**src/hdl/mifwd_pkg.sv**
```systemverilog
// Constants and types shared by the interrupt message forwarder
package mifwd_pkg;
	// Register byte offsets on the APB slave
	localparam logic [11:0] CTRL_OFS = 12'h000;
	localparam logic [11:0] STAT_OFS = 12'h004;
	localparam logic [11:0] VEC_OFS = 12'h008;
	// Control and status bit positions, reset values
	localparam int CTRL_REMAP_BIT = 0;
	localparam int CTRL_CLUSTER_BIT = 1;
	localparam logic [1:0] CTRL_RST = 2'h0;
	localparam int STAT_PEND_BIT = 0;
	localparam int STAT_ERR_BIT = 1;
	localparam logic [7:0] VEC_RST = 8'h00;
	// Interrupt address window and field positions
	localparam logic [11:0] MSI_ADDR_TAG = 12'hFEE;
	localparam int ADDR_HINT_BIT = 3;
	localparam int ADDR_DMODE_BIT = 2;
	// Redirection entry field positions
	localparam int ENT_DEST_LSB = 56;
	localparam int ENT_EID_LSB = 48;
	localparam int ENT_TRIG_BIT = 15;
	localparam int ENT_DMODE_BIT = 11;
	// Interrupt data field positions and codes
	localparam int DATA_TRIG_BIT = 15;
	localparam int DATA_STATUS_BIT = 14;
	localparam int DATA_DMODE_BIT = 11;
	localparam logic [2:0] DLV_LOWEST_PRI = 3'h1;
	// Remap table entry is 16 bytes
	localparam int REMAP_SHIFT = 4;
	// Kinds of traffic arriving from the downstream ports
	typedef enum logic [1:0] {KIND_WRITE = 2'h0, KIND_WIRE = 2'h1, KIND_REPLY = 2'h2} mifwd_kind_t;
	// Where the held item is headed
	typedef enum logic [3:0] {
		DST_GOP = 4'b0001,
		DST_PL = 4'b0010,
		DST_REMAP = 4'b0100,
		DST_CPL = 4'b1000
	} mifwd_dst_t;
	// Vector fetch tracking
	typedef enum logic [1:0] {ACK_IDLE = 2'b01, ACK_WAIT = 2'b10} mifwd_ack_t;
endpackage

```
**src/hdl/mifwd_top.sv**
```systemverilog
// Interrupt message forwarder: ordering, vector fetch relay, interrupt word decode
`timescale 1ns/1ps
module mifwd_top
(
	input wire logic CORE_CLK_I,
	input wire logic RST_N_I,
	input wire logic PSEL_I,
	input wire logic PENABLE_I,
	input wire logic PWRITE_I,
	input wire logic [11:0] PADDR_I,
	input wire logic [31:0] PWDATA_I,
	output logic PREADY_O,
	output logic [31:0] PRDATA_O,
	output logic PSLVERR_O,
	input wire logic DN_VALID_I,
	output logic DN_READY_O,
	input wire mifwd_pkg::mifwd_kind_t DN_KIND_I,
	input wire logic [31:0] DN_ADDR_I,
	input wire logic [31:0] DN_DATA_I,
	input wire logic ENT_VALID_I,
	output logic ENT_READY_O,
	input wire logic [63:0] ENT_I,
	input wire logic HF_REQ_I,
	output logic LEGACY_ACK_REQ_O,
	output logic HF_CPL_VALID_O,
	output logic [7:0] HF_CPL_VECTOR_O,
	output logic [31:0] OUT_ADDR_O,
	output logic [31:0] OUT_DATA_O,
	output logic GOP_VALID_O,
	output logic GOP_WIRE_O,
	input wire logic GOP_READY_I,
	output logic PL_VALID_O,
	output logic PL_LOGICAL_O,
	output logic PL_HINT_O,
	output logic [31:0] PL_TARGET_O,
	input wire logic PL_READY_I,
	output logic REMAP_VALID_O,
	output logic [31:0] REMAP_OFS_O,
	input wire logic REMAP_READY_I
);
	import mifwd_pkg::*;
	// Build interrupt address from a redirection entry
	function automatic logic [31:0] build_addr(input logic [63:0] e);
		logic hint;
		hint = (e[10:8] == DLV_LOWEST_PRI);
		build_addr = {MSI_ADDR_TAG, e[ENT_DEST_LSB+:8], e[ENT_EID_LSB+:8],
			hint, e[ENT_DMODE_BIT], 2'b00};
	endfunction
	// Build interrupt data from a redirection entry
	function automatic logic [31:0] build_data(input logic [63:0] e);
		build_data = {16'h0000, e[ENT_TRIG_BIT], 1'b1, 2'b00,
			e[ENT_DMODE_BIT], e[10:0]};
	endfunction
	// Lowest set bit of a mask, the simple redirection choice
	function automatic logic [7:0] low_bit(input logic [7:0] m);
		low_bit = m & (~m + 8'h01);
	endfunction

	// Processor target id from address and mode
	function automatic logic [31:0] target_of(input logic [31:0] a, input logic clu);
		logic [7:0] d;
		logic [3:0] c;
		d = a[19:12];
		c = a[15:12];
		target_of = 32'h0000_0000;
		if (!a[ADDR_DMODE_BIT])
			target_of[7:0] = d;
		else if (clu)
		begin
			// Hint narrows the cluster mask to one member
			d = low_bit({4'h0, c});
			target_of[19:16] = a[19:16];
			target_of[3:0] = a[ADDR_HINT_BIT] ? d[3:0] : c;
		end
		else
			target_of[7:0] = a[ADDR_HINT_BIT] ? low_bit(d) : d;
	endfunction

	logic [1:0] ctrl_q, ctrl_d;
	logic err_q, err_d;
	logic [31:0] rdata_q, rdata_d;
	mifwd_ack_t ack_q, ack_d;
	logic ack_req_q, ack_req_d;
	logic cpl_q, cpl_d;
	logic [7:0] vec_q, vec_d;
	logic st_valid_q, st_valid_d;
	mifwd_dst_t st_dst_q, st_dst_d;
	logic st_wire_q, st_wire_d;
	logic [31:0] st_addr_q, st_addr_d;
	logic [31:0] st_data_q, st_data_d;
	logic [31:0] st_tgt_q, st_tgt_d;
	logic st_leave, in_take, dn_take, ent_take;
	logic [31:0] in_addr, in_data;
	logic [16:0] handle;
	logic wr_acc, bad_addr;

	// Single in-order holding stage; nothing overtakes the held item
	assign st_leave = st_valid_q && ((st_dst_q == DST_GOP && GOP_READY_I)
		|| (st_dst_q == DST_PL && PL_READY_I)
		|| (st_dst_q == DST_REMAP && REMAP_READY_I) || st_dst_q == DST_CPL);
	assign DN_READY_O = !st_valid_q || st_leave;
	assign ENT_READY_O = DN_READY_O && !DN_VALID_I;
	assign dn_take = DN_VALID_I && DN_READY_O;
	assign ent_take = ENT_VALID_I && ENT_READY_O;
	assign in_take = dn_take || ent_take;
	assign in_addr = dn_take ? DN_ADDR_I : build_addr(ENT_I);
	assign in_data = dn_take ? DN_DATA_I : build_data(ENT_I);
	assign handle = {1'b0, in_addr[19:4]} + (in_addr[ADDR_HINT_BIT] ? {1'b0, in_data[15:0]} : 17'h0);

	// Classify and shape the incoming item
	always_comb
	begin
		st_valid_d = st_valid_q;
		st_dst_d = st_dst_q;
		st_wire_d = st_wire_q;
		st_addr_d = st_addr_q;
		st_data_d = st_data_q;
		st_tgt_d = st_tgt_q;
		if (st_leave)
			st_valid_d = 1'b0;
		if (in_take)
		begin
			st_valid_d = 1'b1;
			st_addr_d = in_addr;
			st_data_d = in_data;
			st_wire_d = dn_take && DN_KIND_I == KIND_WIRE;
			st_tgt_d = 32'h0000_0000;
			if (dn_take && DN_KIND_I == KIND_REPLY)
				st_dst_d = DST_CPL;
			else if (dn_take && DN_KIND_I == KIND_WIRE)
				st_dst_d = DST_GOP;
			else if (in_addr[31:20] != MSI_ADDR_TAG || in_addr[1:0] != 2'b00)
				st_dst_d = DST_GOP;
			else if (ctrl_q[CTRL_REMAP_BIT])
			begin
				st_dst_d = DST_REMAP;
				st_tgt_d = {11'h000, handle, 4'h0};
			end
			else
			begin
				st_dst_d = DST_PL;
				st_data_d[DATA_DMODE_BIT] = 1'b0;
				st_tgt_d = target_of(in_addr, ctrl_q[CTRL_CLUSTER_BIT]);
			end
		end
	end

	always_ff @(posedge CORE_CLK_I or negedge RST_N_I)
	begin
		if (!RST_N_I)
		begin
			st_valid_q <= 1'b0;
			st_dst_q <= DST_GOP;
			st_wire_q <= 1'b0;
			st_addr_q <= 32'h0000_0000;
			st_data_q <= 32'h0000_0000;
			st_tgt_q <= 32'h0000_0000;
		end
		else
		begin
			st_valid_q <= st_valid_d;
			st_dst_q <= st_dst_d;
			st_wire_q <= st_wire_d;
			st_addr_q <= st_addr_d;
			st_data_q <= st_data_d;
			st_tgt_q <= st_tgt_d;
		end
	end
	// Stage outputs, all from flops
	assign OUT_ADDR_O = st_addr_q;
	assign OUT_DATA_O = st_data_q;
	assign GOP_VALID_O = st_valid_q && st_dst_q == DST_GOP;
	assign GOP_WIRE_O = st_wire_q;
	assign PL_VALID_O = st_valid_q && st_dst_q == DST_PL;
	assign PL_LOGICAL_O = st_addr_q[ADDR_DMODE_BIT];
	assign PL_HINT_O = st_addr_q[ADDR_HINT_BIT];
	assign PL_TARGET_O = st_tgt_q;
	assign REMAP_VALID_O = st_valid_q && st_dst_q == DST_REMAP;
	assign REMAP_OFS_O = st_tgt_q;

	// Vector fetch relay; a second fetch or stray reply is flagged, not served
	always_comb
	begin
		ack_d = ack_q;
		ack_req_d = 1'b0;
		cpl_d = 1'b0;
		vec_d = vec_q;
		unique case (ack_q)
			ACK_IDLE:
			begin
				if (HF_REQ_I)
				begin
					ack_req_d = 1'b1;
					ack_d = ACK_WAIT;
				end
			end
			ACK_WAIT:
			begin
				if (st_leave && st_dst_q == DST_CPL)
				begin
					cpl_d = 1'b1;
					vec_d = st_data_q[7:0];
					ack_d = ACK_IDLE;
				end
			end
		endcase
	end

	always_ff @(posedge CORE_CLK_I or negedge RST_N_I)
	begin
		if (!RST_N_I)
		begin
			ack_q <= ACK_IDLE;
			ack_req_q <= 1'b0;
			cpl_q <= 1'b0;
			vec_q <= VEC_RST;
		end
		else
		begin
			ack_q <= ack_d;
			ack_req_q <= ack_req_d;
			cpl_q <= cpl_d;
			vec_q <= vec_d;
		end
	end

	assign LEGACY_ACK_REQ_O = ack_req_q;
	assign HF_CPL_VALID_O = cpl_q;
	assign HF_CPL_VECTOR_O = vec_q;

	// APB slave: zero wait, read data captured in setup phase
	assign wr_acc = PSEL_I && PENABLE_I && PWRITE_I;
	assign bad_addr = PADDR_I != CTRL_OFS && PADDR_I != STAT_OFS && PADDR_I != VEC_OFS;
	assign PREADY_O = 1'b1;
	assign PSLVERR_O = PSEL_I && PENABLE_I && bad_addr;
	assign PRDATA_O = rdata_q;

	always_comb
	begin
		ctrl_d = ctrl_q;
		rdata_d = rdata_q;
		// Set wins over a write-one clear in the same cycle
		err_d = err_q;
		if (wr_acc && PADDR_I == STAT_OFS && PWDATA_I[STAT_ERR_BIT])
			err_d = 1'b0;
		if ((HF_REQ_I && ack_q == ACK_WAIT)
			|| (st_leave && st_dst_q == DST_CPL && ack_q == ACK_IDLE))
			err_d = 1'b1;
		if (wr_acc && PADDR_I == CTRL_OFS)
			ctrl_d = PWDATA_I[1:0];
		if (PSEL_I && !PENABLE_I)
		begin
			rdata_d = 32'h0000_0000;
			if (PADDR_I == CTRL_OFS)
				rdata_d[1:0] = ctrl_q;
			else if (PADDR_I == STAT_OFS)
				rdata_d[1:0] = {err_q, ack_q == ACK_WAIT};
			else if (PADDR_I == VEC_OFS)
				rdata_d[7:0] = vec_q;
		end
	end

	always_ff @(posedge CORE_CLK_I or negedge RST_N_I)
	begin
		if (!RST_N_I)
		begin
			ctrl_q <= CTRL_RST;
			err_q <= 1'b0;
			rdata_q <= 32'h0000_0000;
		end
		else
		begin
			ctrl_q <= ctrl_d;
			err_q <= err_d;
			rdata_q <= rdata_d;
		end
	end
endmodule

```
**config.mk**
```make
export PLATFORM = sky130hd
export DESIGN_NAME = mifwd_top
export DESIGN_NICKNAME = d
export VERILOG_FILES = /design/src/hdl/mifwd_pkg.sv /design/src/hdl/mifwd_top.sv
export SDC_FILE = /design/constraint.sdc
export NUM_CORES = 1
export LEC_CHECK = 0
export ABC_AREA = 0
export BUFFER_PORTS_ARGS = -buffer_cell sky130_fd_sc_hd__buf_2
export CAP_MARGIN = 10
export CORE_AREA = 2 2 141 143
export DETAILED_ROUTE_END_ITERATION = 10
export DIE_AREA = 0 0 143 145
export PLACE_DENSITY_LB_ADDON = 0.1
export SYNTH_ARGS = -nofsm -noshare
export SYNTH_HDL_FRONTEND = slang
export SYNTH_SLANG_ARGS = --single-unit
```
**constraint.sdc**
```tcl
create_clock -name CORE_CLK_I -period 7.02 [get_ports CORE_CLK_I]
set_clock_uncertainty 0.15 [all_clocks]
set_input_delay 0.351 -clock CORE_CLK_I [delete_from_list [all_inputs] [get_ports CORE_CLK_I]]
set_output_delay 0.351 -clock CORE_CLK_I [all_outputs]
set_load 0.1 [all_outputs]
```
**Word level (Yosys, flattened, before mapping)**

Index checks and enable logic that the tools add are counted.

- Logic and storage cells: 115
- Output and inout bits: 180
- Register bits after elaboration: 125
- Latch bits: 0
- Memories kept: 0
- Memory bits (read-only): 0
- Input port bits: 185
- RAM bits: 0

- Bitwise operators: 4
- $add $sub $neg: 3
- Mux-type cells: 38
- $mul: 0
- $lt $le $gt $ge: 0
- Reductions and logical operators: 41
- Div/mod/pow operators: 0
- Shifts and indexed selects: 0
- Equal/unequal tests: 16

Operators by type and width:

| kind | number |
|---|---|
| 21-bit 2-to-1 mux | 4 |
| 32-bit 2-to-1 mux | 2 |
| 1-bit logical AND | 24 |
| 4-bit 2-to-1 mux | 6 |
| 8-bit 2-to-1 mux | 3 |
| 16-bit by 16-bit adder with 17-bit output | 1 |
| 16-bit 2-to-1 mux | 1 |
| 12-bit by 3-bit == test with 1-bit output, second input constant | 1 |
| 12-bit by 4-bit == test with 1-bit output, second input constant | 1 |
| 12-bit logical NOT | 1 |
| 1-bit 2-to-1 mux | 12 |
| 6-bit 2-to-1 mux | 2 |
| 12-bit inequality test, second input constant | 1 |
| 12-bit by 3-bit inequality test with 1-bit output, second input constant | 1 |
| 12-bit by 4-bit inequality test with 1-bit output, second input constant | 1 |
| 12-bit nonzero test | 1 |
| 3-bit 2-to-1 mux | 3 |
| 8-bit by 1-bit adder with 8-bit output, second input constant | 1 |
| 8-bit AND | 1 |
| 2-bit 2-to-1 mux | 4 |
| 8-bit NOT | 1 |
| 1-bit logical OR | 7 |
| 2-bit nonzero test | 3 |
| 4-bit by 1-bit adder with 4-bit output, second input constant | 1 |
| other kinds (14) | 19 |

**Longest topological paths before layout**

Gate-level depths: netlist of the first run.

- Word-level depth: 19
- Mapped depth: 16
- Depth with buffers taken out: 14

**Least setup slack after synthesis of the first run**

OpenSTA, ideal clock, no wires.

- Kind: register -> register
- Start point: reg st_dst_q[0]
- End point: reg st_tgt_q[18] (netlist: PL_TARGET_O[18])
- Path slack: 2.812 ns
- Library setup time: 0.069 ns
- Path buffers: 2
- Clock period less this slack: 4.208 ns
- Data required time: 6.801 ns
- Stages on the path, launching flop included: 16
- Arrival time: 3.989 ns
- Path through: dfstp_2 nand3b_1 a211o_1 a31o_2 buf_2 mux2i_1 clkbuf_1 nor2_1 ha_1 a2111oi_4 o21ai_1 a2111oi_2 or2_1 o21ai_1 or4b_1 nand3_1

- Word-level cells in the longest chain between the ends: 15
- Elaborated cells on any way between the ends: 31
- Those cells by class: add/sub: 1; eq/ne: 5; mux: 9; reduce/logical: 16

Ends and longest elaborated chain:

| what | line | text |
|---|---|---|
| start, declared | mifwd_top.sv:87 | `mifwd_dst_t st_dst_q, st_dst_d;` |
| start signal, assigned | mifwd_top.sv:162 | `st_dst_q <= st_dst_d;` |
| 4-bit by 1-bit == test with 1-bit output / 4-bit by 2-bit == test with 1-bit output (equally long branches) | mifwd_top.sv:98, mifwd_top.sv:99 |  |
| 1-bit logical AND, on equally long branches | mifwd_top.sv:98, mifwd_top.sv:99 |  |
| 1-bit logical OR | mifwd_top.sv:99 | `\|\| (st_dst_q == DST_PL && PL_READY_I)` |
| 1-bit logical OR | mifwd_top.sv:100 | `\|\| (st_dst_q == DST_REMAP && REMAP_READY_I) \|\| st_dst_q == DST_CPL);` |
| 1-bit logical OR * | mifwd_top.sv:100 |  |
| 1-bit logical AND * | mifwd_top.sv:98 | `assign st_leave = st_valid_q && ((st_dst_q == DST_GOP && GOP_READY_I)` |
| 1-bit logical OR * | mifwd_top.sv:101 | `assign DN_READY_O = !st_valid_q \|\| st_leave;` |
| 1-bit logical AND | mifwd_top.sv:103 | `assign dn_take = DN_VALID_I && DN_READY_O;` |
| 32-bit 2-to-1 mux, on equally long branches | mifwd_top.sv:107, mifwd_top.sv:106 |  |
| 16-bit 2-to-1 mux / 4-bit 2-to-1 mux (equally long branches) | mifwd_top.sv:108, mifwd_top.sv:68 |  |
| 16-bit by 16-bit adder with 17-bit output / 4-bit 2-to-1 mux (equally long branches) | mifwd_top.sv:108, mifwd_top.sv:66 |  |
| 21-bit 2-to-1 mux | mifwd_top.sv:134 | `else if (ctrl_q[CTRL_REMAP_BIT])` |
| 21-bit 2-to-1 mux | mifwd_top.sv:132 | `else if (in_addr[31:20] != MSI_ADDR_TAG \|\| in_addr[1:0] != 2'b00)` |
| 21-bit 2-to-1 mux | mifwd_top.sv:130 | `else if (dn_take && DN_KIND_I == KIND_WIRE)` |
| 21-bit 2-to-1 mux | mifwd_top.sv:128 | `if (dn_take && DN_KIND_I == KIND_REPLY)` |
| end signal, assigned | mifwd_top.sv:166 | `st_tgt_q <= st_tgt_d;` |
| end, declared | mifwd_top.sv:91 | `logic [31:0] st_tgt_q, st_tgt_d;` |

Mark *: on every way between the ends. The rest lies on a longest branch, timed or not.
A chain may end at the register's enable or synchronous reset.

**Final worst setup path of the first run**

- Start point: reg st_dst_q[1]
- End point: reg st_tgt_q[18] (netlist: PL_TARGET_O[18])

- Elaborated cells on any way between the ends: 31
- Those cells by class: add/sub: 1; eq/ne: 5; mux: 9; reduce/logical: 16

RTL lines:

| what | line | text |
|---|---|---|
| 4-bit by 1-bit == test with 1-bit output / 4-bit by 2-bit == test with 1-bit output (equally long branches) | mifwd_top.sv:98, mifwd_top.sv:99 |  |
| 1-bit logical AND, on equally long branches | mifwd_top.sv:98, mifwd_top.sv:99 |  |
| 1-bit logical OR | mifwd_top.sv:99 |  |
| 1-bit logical OR | mifwd_top.sv:100 |  |
| 1-bit logical OR * | mifwd_top.sv:100 |  |
| 1-bit logical AND * | mifwd_top.sv:98 |  |
| 1-bit logical OR * | mifwd_top.sv:101 |  |
| 1-bit logical AND * | mifwd_top.sv:103 |  |
| 32-bit 2-to-1 mux * | mifwd_top.sv:106 | `assign in_addr = dn_take ? DN_ADDR_I : build_addr(ENT_I);` |
| named net in_addr[8] | mifwd_top.sv:93 | `logic [31:0] in_addr, in_data;` |
| 16-bit by 16-bit adder with 17-bit output * | mifwd_top.sv:108 | `assign handle = {1'b0, in_addr[19:4]} + (in_addr[ADDR_HINT_BIT] ? {1'b0, in_data[15:0]} : 17'h0);` |
| 21-bit 2-to-1 mux * | mifwd_top.sv:134 |  |
| 21-bit 2-to-1 mux * | mifwd_top.sv:132 |  |
| 21-bit 2-to-1 mux * | mifwd_top.sv:130 |  |
| 21-bit 2-to-1 mux * | mifwd_top.sv:128 |  |

Mark *: on every way through the listed nets, which the timed path passes. The rest lies on a longest branch.

==> results.toml, run 1 <==
[status]
status = "finished clean"

[global_routing]
met3_usage = 0.0360
grt_most_used_layer = "met2"
overflow = 0
grt_pass1_vias = 5469
antenna_found_initial = 0
met1_usage = 0.272
track_usage = 0.194
grt_first_pass_wirelength_um = 30900
grt_use_met2 = 0.302
grt_max_degree = 80

[worst_setup_path]
start_kind = "register"
cp-end-kind = "register"
worstPathRequired_ns = 7.22
cp_slowest_cell = "buf_4"
r2r_slack_ns = 2.26
path_depth = 14
cp_max_fo = 50
crit_end = "PL_TARGET_O[18]"
critPathKind = "register to register"
regToRegStartpoint = "st_dst_q[1]"
critPathMaxStageDelay_ns = 0.61
r2r_cells = 14
path_buf_inv = 1
cpLargestDelayFamily = "compound AO/OA/AOI/OAI gates"
cp_cell_sequence = "nand3b_1, a211o_1, a31oi_4, buf_4, nand2_1, nand2_1, ha_1, a2111oi_4, o21ai_1, a2111oi_2, or2_1, o21ai_1, or4b_1, nand3_1"
arrival_ns = 4.96
r2r_end = "PL_TARGET_O[18]"
crit_start = "st_dst_q[1]"

[clocking]
cts_buffer_depth = 2
cts_setup_buffers = 0
cts_hold_buf = 8
cts-root-buf = "clkbuf_16"
postCtsResizedCells = 0
clk_latency_ns = 0.41
cts_tree = "yes"
cts_max_level = 4
clock_sinks = 114
cts_buffers = 17
clk_pin_slew_ns = 0.06

[synthesis]
synth_top_family_by_area = "simple AND/OR/NAND/NOR gates"
synthArstFlopShare = 1.00
synth-seq-area-share = 0.452
synthAdderAreaFrac = 0.0348
synthSimpleGateAreaFrac = 0.178
synth.avg_cell_area_sq_um = 9.39
synth_largest_area_cell = "dfrtp_1"
synth-xor-area-share = 0.0139
synth_area_sq_um = 6320
synthDistinctLibCells = 63
synth_compound_area_frac = 0.168
synth_top_flop_cell = "dfrtp_1"
synth_edf_count = 0
yosysMostFrequentCell = "nand2_1"
netlist_top_cells_count = "nand2_1 (140), dfrtp_1 (112), buf_4 (70)"
synthMuxAreaShare = 0.0431
synth_top_area_share = 0.443
synth-seq-cells = 114
synthTopCellsByArea = "dfrtp_1 (44%), buf_4 (8.3%), nand2_1 (8.3%)"
postSynthCellCount = 673
yosysWarnings = 0

[timing]
hold_violations = 0
min_period_over_period = 0.678
tightest_slew_ns = 1.07
setup_viol = 0
clock.fmax_mhz = 210
rsz0062_at_grt = "false"
finalSetupTns_ns = 0
slew_violations = 0
final.min_clock_period_ns = 4.76
slew_headroom = 0.278
hold_slack_ns = 0.0179

[finish]
antenna_cells = 0
drive_gt1_frac = 0.332
design_area_sq_um = 8160
fin_nets = 1109
area_growth_pct = 29.1

[power_and_ir_drop]
power_frac_clock = 0.174
p_int_mw = 1.88
seqPwrFrac = 0.213
leakagePower_nw = 4.33
power_mw = 4.77
peakVddDrop_mv = 0.249
swShare = 0.606
pwr-share-comb = 0.613
p_sw_mw = 2.89
cellPowerDensity_nw_per_um2 = 585

[placement]
gp_congestion = 0.848
placed_area_sq_um = 7520
dpl.hpwl_um = 15000
io_buffers = 252

[drt]
dr.pass1.iters = 4
post_drt_wl_per_cell_um = 17.0
route.detailed.drc = 0
via_per_inst = 4.65
num_vias = 5515
ant_nets = 0
initialDrtViolationCount = 229
drt-total-wl_um = 20100

[floorplanning]
rows = 51
dieArea_sq_um = 20700
die-width_um = 143
core_sq_um = 19200
ios = 365
initial_core_util = 0.329
die_h_um = 145

[flow_run]
drv_cap = 0

[hold_path]
hold_class = "input port to register"
-- layout by cell type (no fill, tap or decap), types with 4 or more instances in the layout --
cell	count
ha_1	16
dlygate4sd3_1	8
dfrtp_1	112
inv_1	16
o211ai_1	5
nor4_1	7
nand2b_1	9
a22o_1	28
a31oi_1	6
nand2_1	140
nor2b_1	5
a21oi_1	16
and3_1	7
xnor2_1	5
o31ai_1	7
clkbuf_16	17
a211oi_1	4
clkinvlp_4	4
nand3_1	9
buf_4	6
nor4b_1	4
o21ai_0	41
xor2_1	5
nor2_1	38
conb_1	47
nor3_1	6
buf_2	251
o22a_1	10
mux2i_1	25
-- how the worst min path moves through the flow --
stage / from / endpoint / slack (ns) / depth (start not counted)
2_1_floorplan: RST_N_I / GOP_WIRE_O / -0.09 / 0
3_3_place_gp: RST_N_I / OUT_ADDR_O[12] / 0.26 / 1
3_5_place_dp: RST_N_I / PL_TARGET_O[0] / 0.27 / 1
4_1_cts: DN_DATA_I[20] / OUT_DATA_O[20] / 0.0007 / 2
5_1_grt: DN_DATA_I[24] / OUT_DATA_O[24] / 0.008 / 2
6_report: DN_DATA_I[31] / OUT_DATA_O[31] / 0.02 / 2
-- power by group through the flow --
stage	clock (mW)	combinational, mW	sequential, mW
after floorplan	0	1.03	2.44
after global placement	0	2.93	1.02
after detailed placement	0	2.94	1.02
after CTS	0.847	2.95	1.01
after global routing	0.883	3.07	1.04
final	0.831	2.92	1.01
-- worst register-to-register path, stage by stage (launching register included) --
cell	delay, ns
dfrtp_1	0.45
nand3b_1	0.20
a211o_1	0.37
a31oi_4	0.44
buf_4	0.61
nand2_1	0.13
nand2_1	0.13
ha_1	0.33
a2111oi_4	0.38
o21ai_1	0.17
a2111oi_2	0.42
or2_1	0.24
o21ai_1	0.10
or4b_1	0.47
nand3_1	0.09
-- logic make-up (layout without fill, tap and decap cells) --
kind of cell,count (synthesis),count (layout)
xor+xnor,10,10
buf+inv,112,314
mux,27,27
simple gates,247,247
other cells,2,47
flops,114,114
fa+ha+maj,17,17
compound gates,144,144
-- flip-flops by register name, summed over array words and instances, names as in the netlist --
register and flops:
OUT_ADDR_O 32, OUT_DATA_O 32, PL_TARGET_O 21, HF_CPL_VECTOR_O 8, PRDATA_O 8, st_dst_q 4
ack_q 2, ctrl_q 2, GOP_WIRE_O 1, HF_CPL_VALID_O 1, LEGACY_ACK_REQ_O 1, err_q 1
st_valid_q 1
-- final cells by class --
cell class	instances	area [sq um]
Tap cell	265	332
Sequential cell	114	2860
Inverter	17	63.8
Fill cell	1910	11000
Clock buffer	23	478
Timing Repair Buffer	265	1380
Clock inverter	9	83.8
Multi-Input combinational cell	492	2970
-- per-stage QoR --
stage          cells   util  setup slack (ns)
2_1_floorplan    718      -              2.81
3_3_place_gp    1145  0.391              2.28
3_5_place_dp    1145  0.391              2.27
4_1_cts         1185  0.425              2.21
5_1_grt         1185  0.425              1.93
6_report        1185  0.425              2.26
-- metal layers --
layer,routed length (um),up-vias
met2,9270,191
met5,0,-
met1,9460,2595
met4,347,0
met3,1030,24
li1,-,2705
Power figures use the tool's default switching activity.
==> run 2: changes to the inputs <==
clock period = 4.2 ns   (was 7.02 ns; I/O delays follow)
==> results.toml, run 2 (synthesis results as in run 1) <==
[power_and_ir_drop]
peakVddDrop_mv = 0.557
p_sw_mw = 4.92
seqPwrFrac = 0.201
cellPowerDensity_nw_per_um2 = 930
power_frac_clock = 0.185
swShare = 0.584
p_int_mw = 3.50
pwr-share-comb = 0.614
leakagePower_nw = 4.73

[timing]
hold_slack_ns = -0.00292
tightest_slew_ns = 1.06
slew_headroom = 0.294
hold_violations = 1
min_period_over_period = 0.955
setup_viol = 0
clock.fmax_mhz = 249
final.min_clock_period_ns = 4.01
slew_violations = 0

[drt]
via_per_inst = 4.62
drt-total-wl_um = 20900
post_drt_wl_per_cell_um = 16.5
initialDrtViolationCount = 279
route.detailed.drc = 0
dr.pass1.iters = 4
ant_nets = 0
num_vias = 5832

[clocking]
cts_buffers = 17
cts_tree = "yes"
clock_sinks = 114
cts_buffer_depth = 2
clk_pin_slew_ns = 0.06
cts-root-buf = "clkbuf_16"
cts_max_level = 4
clk_latency_ns = 0.41

[worst_setup_path]
critPathKind = "register to register"
regToRegStartpoint = "st_dst_q[0]"
start_kind = "register"
cp-end-kind = "register"
arrival_ns = 4.21
r2r_cells = 15
r2r_end = "PL_TARGET_O[18]"
worstPathRequired_ns = 4.40
r2r_slack_ns = 0.19
cp_max_fo = 4

[finish]
instances_no_fill = 1262
layout_common_cells = "buf_2 (251), nand2_1 (140), dfrtp_1 (112), dlygate4sd3_1 (49), conb_1 (47)"
final_common_cell = "buf_2"
area_growth_pct = 43.2
design_area_sq_um = 9060
fillers = 1888
fin_nets = 1186
antenna_cells = 0
drive_gt1_frac = 0.357

[global_routing]
overflow = 0
antenna_found_initial = 1
grt_max_degree = 68
track_usage = 0.201
grt_pass1_vias = 5783
grt_first_pass_wirelength_um = 32100

[status]
violations = "negative hold slack"
status = "finished, violations left"

[placement]
dpl.hpwl_um = 15800
io_buffers = 252
placed_area_sq_um = 7790
gp_congestion = 0.835
dpl.cell_count = 1178

[floorplanning]
rows = 51
die_h_um = 145
initial_core_util = 0.329
core_sq_um = 19200
dieArea_sq_um = 20700
ios = 365
die-width_um = 143

[hold_path]
hold_class = "input port to register"
min_from = "DN_DATA_I[6]"
whs_path_depth = 3
min_to = "OUT_DATA_O[6]"

[flow_run]
drv_cap = 0
run 2: what timing repair did:
item / in CTS / in global routing
gates resized for setup: 1 / 24
hold buffers: 49 / 0
endpoints found under the setup margin: 1 / 6
hold endpoints to repair: 93 / 0
buffers inserted: 0 / 3
pin swaps: 0 / 7
run 2: worst max-delay path, cell delays in order (launching register included):
cell	delay [ns]
dfstp_2	0.53
nand3b_1	0.07
a211o_1	0.37
a31oi_4	0.31
mux2i_2	0.31
buf_4	0.16
nor2_1	0.06
ha_1	0.22
fa_2	0.38
a21oi_4	0.18
o21ai_2	0.10
a2111oi_4	0.32
or2_1	0.17
o21ai_1	0.07
or4b_1	0.46
nand3_1	0.09
run 2: power groups by stage:
stage          Sequential (mW)  Clock (mW)  Combinational (mW)
3_5_place_dp              1.71           0                5.06
5_1_grt                   1.74        1.65                5.43
2_1_floorplan             4.07           0                1.72
6_report                  1.69        1.56                5.17
4_1_cts                   1.70        1.59                5.12
3_3_place_gp              1.70           0                5.04
run 2: through the flow:
| stage | setup slack [ns] | setup TNS, ns | total power [mW] | utilization |
|---|---|---|---|---|
| final | 0.188 | 0 | 8.42 | 0.472 |
| after global routing | -0.0180 | -0.0180 | 8.82 | 0.472 |
| after CTS | 0.00322 | 0 | 8.41 | 0.464 |
| after detailed placement | 0.0359 | 0 | 6.77 | 0.406 |
| after global placement | 0.0446 | 0 | 6.75 | 0.406 |
| after floorplan | 0.00345 | 0 | 5.79 | - |
run 2: worst max-delay path by stage:
stage	from	to	slack, ns
6_report	st_dst_q[0]	PL_TARGET_O[18]	0.19
5_1_grt	st_dst_q[1]	PL_TARGET_O[18]	-0.02
4_1_cts	st_dst_q[0]	PL_TARGET_O[18]	0.003
3_5_place_dp	st_dst_q[0]	PL_TARGET_O[18]	0.04
3_3_place_gp	st_dst_q[0]	PL_TARGET_O[18]	0.04
2_1_floorplan	st_dst_q[0]	PL_TARGET_O[18]	0.003
run 2: final cells by class:
class                   count  area, sq um  share of cell area
clock inverters            12          183              0.0202
multi-input cells         492         3080               0.340
inverters                  17         63.8             0.00705
clock buffers              20          447              0.0493
repair buffers            342         2090               0.231
flip-flops and latches    114         2860               0.315
well taps                 265          332              0.0366
run 2: per-layer routing:
metal,wire length [um],track usage,part of all wire,up-vias
met5,0,0,0,-
met4,390,0.0688,0.019,0
met3,1110,0.0386,0.053,26
met2,9880,0.317,0.47,220
met1,9480,0.276,0.45,2729
li1,-,-,-,2857
